**src/pkg/crd_cfg.svh**
```systemverilog
`ifndef CRD_CFG_SVH
`define CRD_CFG_SVH
`define CRD_DEV_SEL      8'h50
`define CRD_OP_IO        4'hb
`define CRD_CLS_LOAD     4'h0
`define CRD_CLS_SENSE    4'h4
`define CRD_CLS_CTL      4'h8
`define CRD_CLS_BRANCH   4'hd
`define CRD_BR_TAIL      4'h0
`define CRD_BR_UCHK      4'h0
`define CRD_BR_NO_UCHK   4'h1
`define CRD_BR_DIAG_OK   4'h4
`define CRD_BR_DIAG_BAD  4'h6
`define CRD_LD_DIAG_SET  4'h0
`define CRD_LD_DIAG_CLR  4'h1
`define CRD_LD_IRQ_CLR   4'h3
`define CRD_LD_IRQ_SET   4'h4
`define CRD_LD_BUS_IN    4'h5
`define CRD_LD_IRQ_BLOCK 4'h6
`define CRD_LD_IRQ_ALLOW 4'h7
`define CRD_SN_DATA      4'h0
`define CRD_SN_STAT1     4'h1
`define CRD_SN_STAT2     4'h2
`define CRD_SN_STAT3     4'h3
`define CRD_CT_SSTEP_CLR 4'h4
`define CRD_CT_SSTEP_SET 4'h5
`endif

```
**src/pkg/crd_pkg.sv**
```systemverilog
`default_nettype none
package crd_pkg;
  // Instruction class selected by the third hex digit.
  typedef enum logic [1:0] {
    CRD_C_NONE   = 2'h0,
    CRD_C_LOAD   = 2'h1,
    CRD_C_SENSE  = 2'h3,
    CRD_C_CTL    = 2'h2
  } crd_class_t;
endpackage
`default_nettype wire

```
**src/hdl/crd_decode.sv**
```systemverilog
`timescale 1ns/10ps
`default_nettype none
`include "crd_cfg.svh"
// Splits an instruction word into class, modifier, byte select and register.
module crd_decode
(
  input  wire logic              [15:0] instr,
  output crd_pkg::crd_class_t           cls,
  output logic                   [3:0]  modifier,
  output logic                          hi_byte,
  output logic                   [2:0]  reg_sel,
  output logic                          is_branch
);

  wire       is_io = (instr[15:12] == `CRD_OP_IO);
  wire [3:0] cdig  = instr[7:4];

  // Class lookup; any other third digit gets no class, and the branch digit is decoded below.
  assign cls = !is_io                   ? crd_pkg::CRD_C_NONE  :
               (cdig == `CRD_CLS_LOAD)  ? crd_pkg::CRD_C_LOAD  :
               (cdig == `CRD_CLS_SENSE) ? crd_pkg::CRD_C_SENSE :
               (cdig == `CRD_CLS_CTL)   ? crd_pkg::CRD_C_CTL   :
                                          crd_pkg::CRD_C_NONE;
  assign modifier  = instr[11:8];
  assign hi_byte   = instr[3];
  assign reg_sel   = instr[2:0];
  // Branch form carries a fixed tail digit instead of byte and register.
  assign is_branch = is_io && (cdig == `CRD_CLS_BRANCH)
                     && (instr[3:0] == `CRD_BR_TAIL);

endmodule // crd_decode
`default_nettype wire

```
**src/hdl/crd_reader_io.sv**
```systemverilog
`timescale 1ns/10ps
`default_nettype none
`include "crd_cfg.svh"
module crd_reader_io
(
  input  wire logic        ref_clk,
  input  wire logic        reset,
  input  wire logic        instr_valid,
  input  wire logic [15:0] instr,
  input  wire logic [7:0]  work_register_zero_low,
  input  wire logic [15:0] local_storage_register_data,
  input  wire logic        unit_check,
  input  wire logic        diag_valid,
  input  wire logic [7:0]  ctl_data_byte,
  input  wire logic [7:0]  ctl_status1,
  input  wire logic [7:0]  ctl_status2,
  input  wire logic [7:0]  ctl_status3,
  output logic             selected_r,
  output logic [2:0]       data_register_select_r,
  output logic             byte_hi_r,
  output logic             sense_valid_r,
  output logic [7:0]       sense_byte_r,
  output logic             branch_valid_r,
  output logic             branch_taken_r,
  output logic [7:0]       data_bus_in_r,
  output logic             data_bus_in_load_r,
  output logic             diag_mode_r,
  output logic             irq_pending_r,
  output logic             irq_enable_r,
  output logic             sys_irq_r,
  output logic             single_cycle_r
);

  crd_pkg::crd_class_t cls;
  logic [3:0]          modifier;
  logic                hi_byte;
  logic [2:0]          reg_sel;
  logic                is_branch;

  // Field extraction lives apart so the decode can be reused.
  crd_decode u_decode
  (
    .instr     (instr),
    .cls       (cls),
    .modifier  (modifier),
    .hi_byte   (hi_byte),
    .reg_sel   (reg_sel),
    .is_branch (is_branch)
  );

  // Only instructions for our selector value act; register and byte select follow every word.
  wire sel = instr_valid && (work_register_zero_low == `CRD_DEV_SEL);

  // Picks the byte of the chosen local storage register.
  function automatic logic [7:0] pick_byte(input logic [15:0] w,
                                           input logic        hi);
    pick_byte = hi ? w[15:8] : w[7:0];
  endfunction

  wire [7:0] reg_byte = pick_byte(local_storage_register_data,
                                  hi_byte);

  wire is_ld = sel && (cls == crd_pkg::CRD_C_LOAD);
  wire is_sn = sel && (cls == crd_pkg::CRD_C_SENSE);
  wire is_ct = sel && (cls == crd_pkg::CRD_C_CTL);
  wire is_br = sel && is_branch;

  // Branch condition table; other modifiers never branch.
  wire br_cond =
    (modifier == `CRD_BR_UCHK)     ?  unit_check :
    (modifier == `CRD_BR_NO_UCHK)  ? !unit_check :
    (modifier == `CRD_BR_DIAG_OK)  ?  diag_valid :
    (modifier == `CRD_BR_DIAG_BAD) ? !diag_valid : 1'b0;

  // Sense byte selection; unassigned modifiers read zero without effect.
  wire sn_known = (modifier == `CRD_SN_DATA) || (modifier == `CRD_SN_STAT1)
                  || (modifier == `CRD_SN_STAT2)
                  || (modifier == `CRD_SN_STAT3);
  wire [7:0] sn_byte =
    (modifier == `CRD_SN_DATA)  ? ctl_data_byte :
    (modifier == `CRD_SN_STAT1) ? ctl_status1   :
    (modifier == `CRD_SN_STAT2) ? ctl_status2   :
    (modifier == `CRD_SN_STAT3) ? ctl_status3   : 8'h00;

  // Latch updates; every unlisted modifier keeps the old value.
  wire ld_diag_set  = is_ld && (modifier == `CRD_LD_DIAG_SET);
  wire ld_diag_clr  = is_ld && (modifier == `CRD_LD_DIAG_CLR);
  wire ld_irq_clr   = is_ld && (modifier == `CRD_LD_IRQ_CLR);
  wire ld_irq_set   = is_ld && (modifier == `CRD_LD_IRQ_SET);
  wire ld_bus_in    = is_ld && (modifier == `CRD_LD_BUS_IN);
  wire ld_irq_block = is_ld && (modifier == `CRD_LD_IRQ_BLOCK);
  wire ld_irq_allow = is_ld && (modifier == `CRD_LD_IRQ_ALLOW);
  wire ct_ss_clr    = is_ct && (modifier == `CRD_CT_SSTEP_CLR);
  wire ct_ss_set    = is_ct && (modifier == `CRD_CT_SSTEP_SET);

  wire diag_nxt = ld_diag_set ? 1'b1 :
                  ld_diag_clr ? 1'b0 : diag_mode_r;
  wire irq_p_nxt = ld_irq_set ? 1'b1 :
                   ld_irq_clr ? 1'b0 : irq_pending_r;
  wire irq_e_nxt = ld_irq_allow ? 1'b1 :
                   ld_irq_block ? 1'b0 : irq_enable_r;
  wire ss_nxt = ct_ss_set ? 1'b1 :
                ct_ss_clr ? 1'b0 : single_cycle_r;

  // Answer registers for the processor side.
  always_ff @(posedge ref_clk or posedge reset)
  begin
    if (reset)
    begin
      selected_r             <= 1'b0;
      data_register_select_r <= 3'h0;
      byte_hi_r              <= 1'b0;
      sense_valid_r          <= 1'b0;
      sense_byte_r           <= 8'h00;
      branch_valid_r         <= 1'b0;
      branch_taken_r         <= 1'b0;
    end
    else
    begin
      selected_r             <= sel;
      data_register_select_r <= reg_sel;
      byte_hi_r              <= hi_byte;
      sense_valid_r          <= is_sn && sn_known;
      sense_byte_r           <= is_sn ? sn_byte : 8'h00;
      branch_valid_r         <= is_br;
      branch_taken_r         <= is_br && br_cond;
    end
  end

  // Attachment latches and the data-bus-in buffer.
  always_ff @(posedge ref_clk or posedge reset)
  begin
    if (reset)
    begin
      data_bus_in_r      <= 8'h00;
      data_bus_in_load_r <= 1'b0;
      diag_mode_r        <= 1'b0;
      irq_pending_r      <= 1'b0;
      irq_enable_r       <= 1'b0;
      sys_irq_r          <= 1'b0;
      single_cycle_r     <= 1'b0;
    end
    else
    begin
      if (ld_bus_in)
        data_bus_in_r <= reg_byte;
      data_bus_in_load_r <= ld_bus_in;
      diag_mode_r        <= diag_nxt;
      irq_pending_r      <= irq_p_nxt;
      irq_enable_r       <= irq_e_nxt;
      // Request is only presented while presentation is permitted.
      sys_irq_r          <= irq_p_nxt && irq_e_nxt;
      single_cycle_r     <= ss_nxt;
    end
  end

  a_foreign_ignored: assert property (@(posedge ref_clk) disable iff (reset)
    instr_valid && (work_register_zero_low != `CRD_DEV_SEL) |=>
      $stable(irq_pending_r) && $stable(single_cycle_r)
      && !branch_valid_r && !sense_valid_r)
    else $error("Foreign selector changed state.");

  a_bus_in_byte: assert property (@(posedge ref_clk) disable iff (reset)
    ld_bus_in |=> data_bus_in_load_r
      && data_bus_in_r == $past(reg_byte))
    else $error("Wrong byte loaded into data bus in.");

  a_reg_select: assert property (@(posedge ref_clk) disable iff (reset)
    sel |=> data_register_select_r == $past(instr[2:0]))
    else $error("Register select mismatch.");

  a_branch_form: assert property (@(posedge ref_clk) disable iff (reset)
    branch_valid_r |-> $past(instr[15:12]) == `CRD_OP_IO
      && $past(instr[7:4]) == `CRD_CLS_BRANCH)
    else $error("Branch reported for a non-branch word.");

  a_branch_uchk: assert property (@(posedge ref_clk) disable iff (reset)
    is_br && modifier == `CRD_BR_UCHK |=>
      branch_taken_r == $past(unit_check))
    else $error("Unit check branch wrong.");

  a_irq_set_clr: assert property (@(posedge ref_clk) disable iff (reset)
    (ld_irq_set |=> irq_pending_r) and (ld_irq_clr |=> !irq_pending_r))
    else $error("Interrupt request latch wrong.");

  a_irq_gate: assert property (@(posedge ref_clk) disable iff (reset)
    ld_irq_block |=> !sys_irq_r && !irq_enable_r)
    else $error("Blocked interrupt still presented.");

  a_diag_mode: assert property (@(posedge ref_clk) disable iff (reset)
    ld_diag_set ##1 !ld_diag_clr |=> diag_mode_r)
    else $error("Diagnostic mode lost.");

  a_sense_stat3: assert property (@(posedge ref_clk) disable iff (reset)
    is_sn && modifier == `CRD_SN_STAT3 |=>
      sense_valid_r && sense_byte_r == $past(ctl_status3))
    else $error("Status byte three not returned.");

  a_step_clear: assert property (@(posedge ref_clk) disable iff (reset)
    ct_ss_clr |=> !single_cycle_r)
    else $error("Single cycle not cleared.");

  a_step_set: assert property (@(posedge ref_clk) disable iff (reset)
    ct_ss_set |=> single_cycle_r)
    else $error("Single cycle not set.");

  // Any load code outside the assigned set, including gaps such as 2.
  a_unassigned_ld: assert property (@(posedge ref_clk) disable iff (reset)
    is_ld && !(ld_diag_set || ld_diag_clr || ld_irq_clr || ld_irq_set
      || ld_bus_in || ld_irq_block || ld_irq_allow) |=> $stable(diag_mode_r)
      && $stable(irq_pending_r) && $stable(irq_enable_r)
      && !data_bus_in_load_r)
    else $error("Unassigned load changed state.");

endmodule // crd_reader_io
`default_nettype wire

```
**config.mk**
```make
export PLATFORM = sky130hd
export DESIGN_NAME = crd_reader_io
export DESIGN_NICKNAME = d
export VERILOG_FILES = /design/src/pkg/crd_pkg.sv /design/src/hdl/crd_decode.sv /design/src/hdl/crd_reader_io.sv
export VERILOG_INCLUDE_DIRS = /design/src /design/src/pkg
export SDC_FILE = /design/constraint.sdc
export NUM_CORES = 1
export LEC_CHECK = 0
export ABC_AREA = 1
export BUFFER_PORTS_ARGS = -buffer_cell sky130_fd_sc_hd__buf_2
export CAP_MARGIN = 20
export CORE_UTILIZATION = 45
export CTS_CLUSTER_DIAMETER = 30
export DETAILED_ROUTE_END_ITERATION = 8
export PLACE_DENSITY = 0.91
export SYNTH_ARGS = -nofsm -noshare
export SYNTH_HDL_FRONTEND = slang
export SYNTH_SLANG_ARGS = --single-unit
```
**constraint.sdc**
```tcl
create_clock -name ref_clk -period 1.63 [get_ports ref_clk]
set_clock_uncertainty 0.15 [all_clocks]
set_input_delay 0.0815 -clock ref_clk [delete_from_list [all_inputs] [get_ports ref_clk]]
set_output_delay 0.0815 -clock ref_clk [all_outputs]
set_load 0.02 [all_outputs]
```
== Yosys cells after proc, flatten, opt, wreduce, memory -nomap -nowiden ==
Index checks and enable logic that the tools add are counted.

* Register bits: 30

* Muxes and demuxes: 22
* Reduce and logical (&&, ||, !) cells: 29
* Equality and inequality tests: 15

{| class="wikitable"
|+ Operators by type and width
! operator !! count
|-
| 8-bit two-way mux || 6
|-
| 4-bit by 3-bit equality test with 1-bit output, second input constant || 5
|-
| 1-bit logical AND || 19
|-
| 4-bit equality test, second input constant || 3
|-
| 4-bit logical NOT || 3
|-
| 1-bit two-way mux || 12
|-
| 4-bit by 2-bit equality test with 1-bit output, second input constant || 2
|-
| 8-bit by 7-bit equality test with 1-bit output, second input constant || 1
|-
| 2-bit two-way mux || 4
|-
| 2-bit equality test, second input constant || 2
|-
| 4-bit by 1-bit equality test with 1-bit output, second input constant || 1
|-
| 2-bit nonzero test || 2
|-
| 1-bit logical OR || 3
|-
| 2-bit by 1-bit equality test with 1-bit output, second input constant || 1
|-
| 1-bit logical NOT || 2
|}

== Longest topological paths before layout ==
Gate-level depths: netlist of run 1.

* Depth in word-level cells: 11
* Gate-level depth with buffers: 10
* Depth with buffers taken out: 10

== Hierarchy ==
Synthesis of run 1 repeated with hierarchy kept, for this count alone.

* Cell total of the unflattened synthesis: 204
* Area, all modules: 1716.6 µm²

{| class="wikitable"
|+ By module, submodules not included
! module !! area an instance (µm²) !! cells each !! sequential area each (µm²) !! instances
|-
| crd_reader_io || 1549.0 || 172 || 750.7 || 1
|-
| crd_decode || 167.7 || 32 || 0.0 || 1
|}

== Worst setup path before layout of run 1 ==
Ideal clock, no wire load.

* Path type: in2reg
* Start: input instr[6]
* End: register diag_mode_r
* Cell stages on the path: 6
* Required time: 1.357 ns
* Data arrival time: 0.866 ns
* Setup slack: 0.491 ns
* Cells stage by stage: or2_1 > nor2_4 > nand2_4 > buf_6 > o21ai_1 > o21ai_1

* Cells in the longest elaborated chain, start to end: 9
* Elaborated cells on any way between the ends: 13
* Those cells by class: 3 x eq/ne; 5 x mux; 5 x reduce/logical

{| class="wikitable"
|+ Ends and longest elaborated chain
! element !! RTL line !! source
|-
| from (decl) || crd_reader_io.sv:9 || <nowiki>input wire logic [15:0] instr,</nowiki>
|-
| 4-bit equality test (no source line) || - ||
|-
| 2-bit two-way mux || crd_decode.sv:22 || <nowiki>(cdig == `CRD_CLS_CTL) ? crd_pkg::CRD_C_CTL :</nowiki>
|-
| 2-bit two-way mux || crd_decode.sv:21 || <nowiki>(cdig == `CRD_CLS_SENSE) ? crd_pkg::CRD_C_SENSE :</nowiki>
|-
| 2-bit two-way mux * || crd_decode.sv:20 || <nowiki>(cdig == `CRD_CLS_LOAD) ? crd_pkg::CRD_C_LOAD :</nowiki>
|-
| 2-bit two-way mux * || crd_decode.sv:19 || <nowiki>assign cls = !is_io ? crd_pkg::CRD_C_NONE :</nowiki>
|-
| 2-bit by 1-bit equality test with 1-bit output * || crd_reader_io.sv:63 || <nowiki>wire is_ld = sel && (cls == crd_pkg::CRD_C_LOAD);</nowiki>
|-
| 1-bit logical AND * || crd_reader_io.sv:63 ||
|-
| 1-bit logical AND, on equally long branches || crd_reader_io.sv:86, crd_reader_io.sv:87 ||
|-
| 1-bit two-way mux or 2-bit nonzero test (tied branches) || - ||
|-
| to (signal assigned) || crd_reader_io.sv:148 || <nowiki>diag_mode_r <= diag_nxt;</nowiki>
|-
| to (decl) || crd_reader_io.sv:27 || <nowiki>output logic diag_mode_r,</nowiki>
|}

Every way passes the cells marked *; elsewhere a longest branch is shown, timed or not.
A chain may end at the register's enable or synchronous reset.

== Final worst setup path of run 1 ==
* Start: input work_register_zero_low[3]
* End: register sense_byte_r[1]

* Cells in the longest elaborated chain, start to end: 4

{| class="wikitable"
|+ Ends and longest elaborated chain
! element !! RTL line !! source
|-
| from (decl) || crd_reader_io.sv:10 || <nowiki>input wire logic [7:0] work_register_zero_low,</nowiki>
|-
| 8-bit by 7-bit equality test with 1-bit output (no source line) || - ||
|-
| 1-bit logical AND || crd_reader_io.sv:52 || <nowiki>wire sel = instr_valid && (work_register_zero_low == `CRD_DEV_SEL);</nowiki>
|-
| named net sel || crd_reader_io.sv:52 ||
|-
| 1-bit logical AND || crd_reader_io.sv:64 || <nowiki>wire is_sn = sel && (cls == crd_pkg::CRD_C_SENSE);</nowiki>
|-
| 8-bit two-way mux || crd_reader_io.sv:124 || <nowiki>sense_byte_r <= is_sn ? sn_byte : 8'h00;</nowiki>
|-
| to (signal assigned) || crd_reader_io.sv:124 ||
|-
| to (decl) || crd_reader_io.sv:22 || <nowiki>output logic [7:0] sense_byte_r,</nowiki>
|}

The timed path passes the listed nets, and every way through them passes these cells.

==> results of run 1 <==
worst paths after layout:
check / depth (start not counted) / from / slack (ps) / end
min in group asynchronous: 4 / reset / 250 / data_bus_in_r[2]$_DFFE_PP0P_
setup reg to reg: 4 / irq_enable_r$_DFF_PP0_ / 750 / sys_irq_r$_DFF_PP0_
setup / recovery: 8 / work_register_zero_low[3] / 50 / sense_byte_r[1]$_DFF_PP0_
hold reg to reg: 2 / data_bus_in_r[6]$_DFFE_PP0P_ / 320 / data_bus_in_r[6]$_DFFE_PP0P_
hold / removal: 3 / ctl_status1[6] / -40 / sense_byte_r[6]$_DFF_PP0_
max in group asynchronous: 4 / reset / 800 / branch_taken_r$_DFF_PP0_
cells in the mapped netlist:
cell | count | area share
clkinv_1 | 1 | 0.0023
inv_2 | 2 | 0.0045
nand3_1 | 29 | 0.088
buf_2 | 1 | 0.0030
nor3b_1 | 1 | 0.0045
nand3_4 | 1 | 0.011
or2_1 | 1 | 0.0038
nor2_1 | 13 | 0.029
nor2_8 | 1 | 0.012
nor4_1 | 1 | 0.0038
nor3_2 | 1 | 0.0060
nor3_1 | 3 | 0.0091
dfrtp_1 | 30 | 0.45
nand2_1 | 67 | 0.15
buf_6 | 3 | 0.020
o21ai_1 | 14 | 0.042
buf_4 | 1 | 0.0045
o21ai_0 | 6 | 0.018
nor2_2 | 1 | 0.0038
a21oi_1 | 7 | 0.021
inv_1 | 10 | 0.023
o211ai_1 | 1 | 0.0045
nand2_4 | 2 | 0.014
nor2_4 | 6 | 0.041
and2_4 | 1 | 0.0053
nand3_2 | 2 | 0.012
nand3b_1 | 2 | 0.0091
sequential cells by signal, summed over array words and instances (netlist names):
register                cells
irq_enable_r                1
sense_byte_r                8
branch_valid_r              1
sys_irq_r                   1
diag_mode_r                 1
branch_taken_r              1
data_bus_in_load_r          1
data_register_select_r      3
single_cycle_r              1
sense_valid_r               1
byte_hi_r                   1
selected_r                  1
data_bus_in_r               8
irq_pending_r               1
layer usage:
| metal | GRT usage | share of wire | vias to the layer above | wire, µm |
|---|---|---|---|---|
| met3 | 0.0985 | 0.081 | 22 | 457 |
| met1 | 0.315 | 0.37 | 940 | 2090 |
| li1 | - | - | 1006 | - |
| met2 | 0.526 | 0.51 | 124 | 2860 |
| met5 | 0 | 0 | - | 0 |
| met4 | 0.145 | 0.038 | 0 | 212 |
stage by stage:
stage                     utilization  TNS, ps  cells
after floorplan                     -        0    208
after global placement          0.643        0    357
after detailed placement        0.643        0    357
after CTS                       0.803        0    409
after global routing            0.820    -16.2    415
final                           0.820        0    415
cells in the final DEF, fill, tap and decap left out, drive strengths merged:
master       count
o211ai           1
nand3b           2
clkinvlp         1
o21ai           20
nand3           32
inv             12
nor3             4
buf            113
nor3b            1
nor4             1
clkinv           2
clkbuf           6
nand2           69
dlygate4sd3     43
a21oi            7
dfrtp           30
and2             1
or2              1
nor2            22
bufinv           1
power groups by stage:
stage,clock network (mW),logic (mW),registers [mW]
detailed placement,0,0.227,0.764
global route,0.786,0.343,0.751
floorplan,0,0.104,0.772
global placement,0,0.224,0.764
CTS,0.737,0.291,0.751
finish,0.736,0.314,0.751
area by class of cell:
cell class              instances  area, µm²
repair buffers                157       1030
multi-input cells             161        825
flip-flops and latches         30        751
fillers                       214        621
clock buffers                   5       68.8
well taps                      46       57.6
inverters                      13       52.6
clock inverters                 3       40.0
critical path, cell delays in order:
cell           delay [ps]
buf_2                 100
nor2_1                150
nand3_2               130
nor2_4                180
and2_4                190
nand2_4               100
a21oi_2               130
dlygate4sd3_1         580
repair_timing:
action / 4_1_cts / 5_1_grt
hold buffers: 44 / 0
setup endpoints to repair: 0 / 9
resized for setup: 0 / 5
hold endpoints to repair: 54 / 0
setup buffers: 0 / 6
cells by family (layout without fill, tap and decap cells):
logic type,count (synthesis),in the layout,synth area share
compound gates,28,28,0.0861
buf+inv,18,178,0.0574
flops,30,30,0.453
simple gates,132,133,0.403
==> metrics.txt, run 1 <==
synthesized area between 1500 and 2000 µm²; Comb power frac 0.174; Clock Sinks 30; Max-slew headroom 0.745; number of global-route vias before repair between 2000 and 2500; Mean Syn Cell Area 7.96 µm²; pre-CTS setup slack 263 ps; crit share post-route 0.970; failing checks hold timing; crit path max fanout 9; post-synthesis sequential area ratio 0.453; min-delay worst type in2reg; Syn-to-layout area delta 70.3%; antenna viol nets, final 0; Max clock buf depth 2; Worst-Skew Late Latency between 200 and 300 ps; Worst Max-Slew Pin Slew around 380 ps; Final Max Tran Viols 0; CTS tree done; Starting Density 0.481; first-pass GRT wire length ~8900 µm; LEAKAGE around 1.6 nW; post-DR vias/cell 5.04; clk slew on worst S/H paths 70 ps; sw power 0.441 mW; worst endpoint required time roughly 1700 ps; pin count of the biggest net entering global routing 31; Die Wd around 63 µm; drt total wl approximately 5600 µm; Num CTS Buffers 5; Yosys Warn Count 0; Cell variety after synth 27; final worst slack 49.2 ps; via count around 2100; Setup Crit Path Kind in2reg; fin nets between 400 and 500; GRT Util Overall 0.298; drt drc 0; Pwr Total roughly 1.8 mW; 1st-iter DRT viols ~200; antenna cell count 0; nature of the critical path startpoint input pin; CTS Root Buffer Type clkbuf_8; row count 21; area of the die roughly 3900 µm²; # setup viols final 0; final hold violations 1; GPL Wtd Cong ~0.78; total grt overflow 0; max_cap viols 0; status finished, violations left; estimated wirelength of the detail-placed design between 3000 and 4000 µm; Critical Path End Type flop; fin area about 2800 µm²; drt pass-1 iters 4; syn nets roughly 290; fraction of layout cells with a size suffix above 1 0.388; Synth Register Bits 30; initial antenna violation count 0; area of placed instances between 2000 and 2500 µm²; chip height about 63 µm; count of input and output buffers between 100 and 150; Clk network pwr share 0.409; WHS -37.1 ps; Core Region 3440 µm²; Sw Share 0.245; Flop pwr share 0.417; Synth Instances 208; post-layout min period 1580 ps; P_int roughly 1.4 mW; Peak supply drop approximately 0.56 mV; pwr/cell area ~640 nW/µm²; # IOs about 110; H-tree Lvls 2; Crit path arrival time approximately 1700 ps; DR WL/cell ~14 µm; FMAX around 630 MHz
Power figures use the tool's default switching activity.
==> inputs of run 2 (changes only) <==
--- a/config.mk
+++ b/config.mk
@@ -17,2 +17,3 @@
 export SYNTH_HDL_FRONTEND = slang
 export SYNTH_SLANG_ARGS = --single-unit
+export TNS_END_PERCENT = 5
--- a/constraint.sdc
+++ b/constraint.sdc
@@ -3,3 +3,3 @@
 set_input_delay 0.0815 -clock ref_clk [delete_from_list [all_inputs] [get_ports ref_clk]]
 set_output_delay 0.0815 -clock ref_clk [all_outputs]
-set_load 0.02 [all_outputs]
+set_load 0.01 [all_outputs]
==> run 2 against run 1 <==
The flow now finishes without violations. Maximum frequency shrank 2.0%. Via count shrank 0.76%. Setup slack lost 33 ps. Die area is the same. Clock power is essentially flat. Register-to-register slack is essentially flat. Critical path depth is the same. Highest routed layer unchanged. Wire length shrank 1.5%. Flip-flop and latch count is the same. Non-clock buffer count shrank 1. Sequential power is essentially flat. Clock-buffer cell count is the same.
==> metrics.txt, run 2 (synthesis results as in run 1) <==
via count between 2000 and 2500; Fillers ~220; # setup viols final 0; Critical Path End Type flop; most frequent standard cell in the layout excluding fill and tap cells buf_2; Clock Sinks 30; Non-Filler Instances 413; FMAX approximately 620 MHz; fin area between 2000 and 3000 µm²; Peak supply drop 0.558 mV; most frequent cells in the layout 105 x buf_2, 67 x nand2_1, 43 x dlygate4sd3_1; clk slew on worst S/H paths 70 ps; drt total wl about 5500 µm; crit share post-route 0.990; Max clock buf depth 2; Comb power frac 0.170; Worst-Skew Late Latency 280 ps; Sw Share 0.242; Final Max Tran Viols 0; final worst slack about 16 ps; fraction of layout cells with a size suffix above 1 0.379; CTS Root Buffer Type clkbuf_8; number of global-route vias before repair approximately 2000; Num CTS Buffers 5; pwr/cell area 638 nW/µm²; post-DR vias/cell about 5.0; chip height 62.7 µm; GPL Wtd Cong between 0.7 and 0.8; row count 21; Core Region between 3000 and 4000 µm²; crit path max fanout 9; sw power between 0.4 and 0.5 mW; fin nets roughly 440; final hold violations 0; Syn-to-layout area delta 69.3%; antenna cell count 0; Flop pwr share 0.419; Setup Crit Path Kind in2reg; # IOs about 110; 1st-iter DRT viols 261; H-tree Lvls 2; Crit path arrival time 1690 ps; initial antenna violation count 0; Placed Cells 357; drt pass-1 iters 4; Die Wd between 60 and 70 µm; LEAKAGE 1.60 nW; Clk network pwr share 0.411; antenna viol nets, final 0; worst endpoint required time ~1700 ps; pin count of the biggest net entering global routing 31; area of placed instances 2210 µm²; P_int roughly 1.4 mW; Pwr Total roughly 1.8 mW; count of input and output buffers approximately 110; estimated wirelength of the detail-placed design 3210 µm; Worst Max-Slew Pin Slew ~370 ps; RSZ-0062 raised after global routing yes; Starting Density 0.481; Max-slew headroom 0.752; total grt overflow 0; CTS tree done; pre-CTS setup slack 263 ps; DR WL/cell approximately 13 µm; area of the die ~4000 µm²; drt drc 0; Top Registers data_bus_in_r: 8 flops, sense_byte_r: 8 flops, data_register_select_r: 3 flops; status finished clean; first-pass GRT wire length approximately 8900 µm; post-layout min period 1610 ps; max_cap viols 0; nature of the critical path startpoint input pin; min-delay worst type in2reg; GRT Util Overall 0.298
-- run 2: changes by cell type in the layout (fill, tap and decap cells not counted), sizes merged --
cell / change
buf: -2
nor2: -1
dlymetal6s4s: +1
-- run 2: what timing repair did --
item,CTS,global route
endpoints found under the hold margin,54,0
hold buffers,44,0
setup endpoints to repair,0,9
buffers inserted,0,4
gates resized for setup,0,4
-- run 2: path summary, 6_finish.rpt --
check	startpoint	end	slack (ps)	depth (start not counted)
setup / recovery	work_register_zero_low[3]	sense_byte_r[3]$_DFF_PP0_	20	8
hold / removal	ctl_status3[0]	sense_byte_r[0]$_DFF_PP0_	50	5
setup reg to reg	irq_enable_r$_DFF_PP0_	sys_irq_r$_DFF_PP0_	750	4
hold reg to reg	data_bus_in_r[6]$_DFFE_PP0P_	data_bus_in_r[6]$_DFFE_PP0P_	320	2
max in group asynchronous	reset	branch_taken_r$_DFF_PP0_	800	4
min in group asynchronous	reset	data_bus_in_r[2]$_DFFE_PP0P_	250	4
-- run 2: layout make-up --
class	instances	area (µm²)	area share
Tap cell	46	57.6	0.0205
Timing Repair Buffer	156	1020	0.364
Inverter	13	52.6	0.0187
Sequential cell	30	751	0.268
Clock buffer	5	68.8	0.0245
Multi-Input combinational cell	160	815	0.290
Clock inverter	3	40.0	0.0143
-- run 2: power by group through the flow --
stage	sequential, mW	clock, mW	combinational [mW]
after detailed placement	0.764	0	0.223
after CTS	0.751	0.737	0.287
final	0.751	0.735	0.305
after global routing	0.751	0.786	0.333
after global placement	0.764	0	0.220
after floorplan	0.768	0	0.104
-- run 2: critical path, stage by stage --
cell           delay (ps)
buf_2                 100
nor2_1                140
nand3_2               120
nor2_4                180
and2_4                190
nand2_4               100
a21oi_1               180
dlygate4sd3_1         580
-- run 2: metrics by stage --
stage / TNS (ps) / hold slack (ps) / util
final: 0 / 49.0 / 0.815
after global routing: -42.6 / 59.5 / 0.815
after CTS: 0 / 37.2 / 0.803
after detailed placement: 0 / 22.0 / 0.643
after global placement: 0 / 15.3 / 0.643
after floorplan: 0 / -37.1 / -
-- run 2: layer usage --
layer,global-route usage,part of all wire
met5,0,0
met4,0.145,0.042
met3,0.0985,0.083
met2,0.526,0.50
met1,0.315,0.37
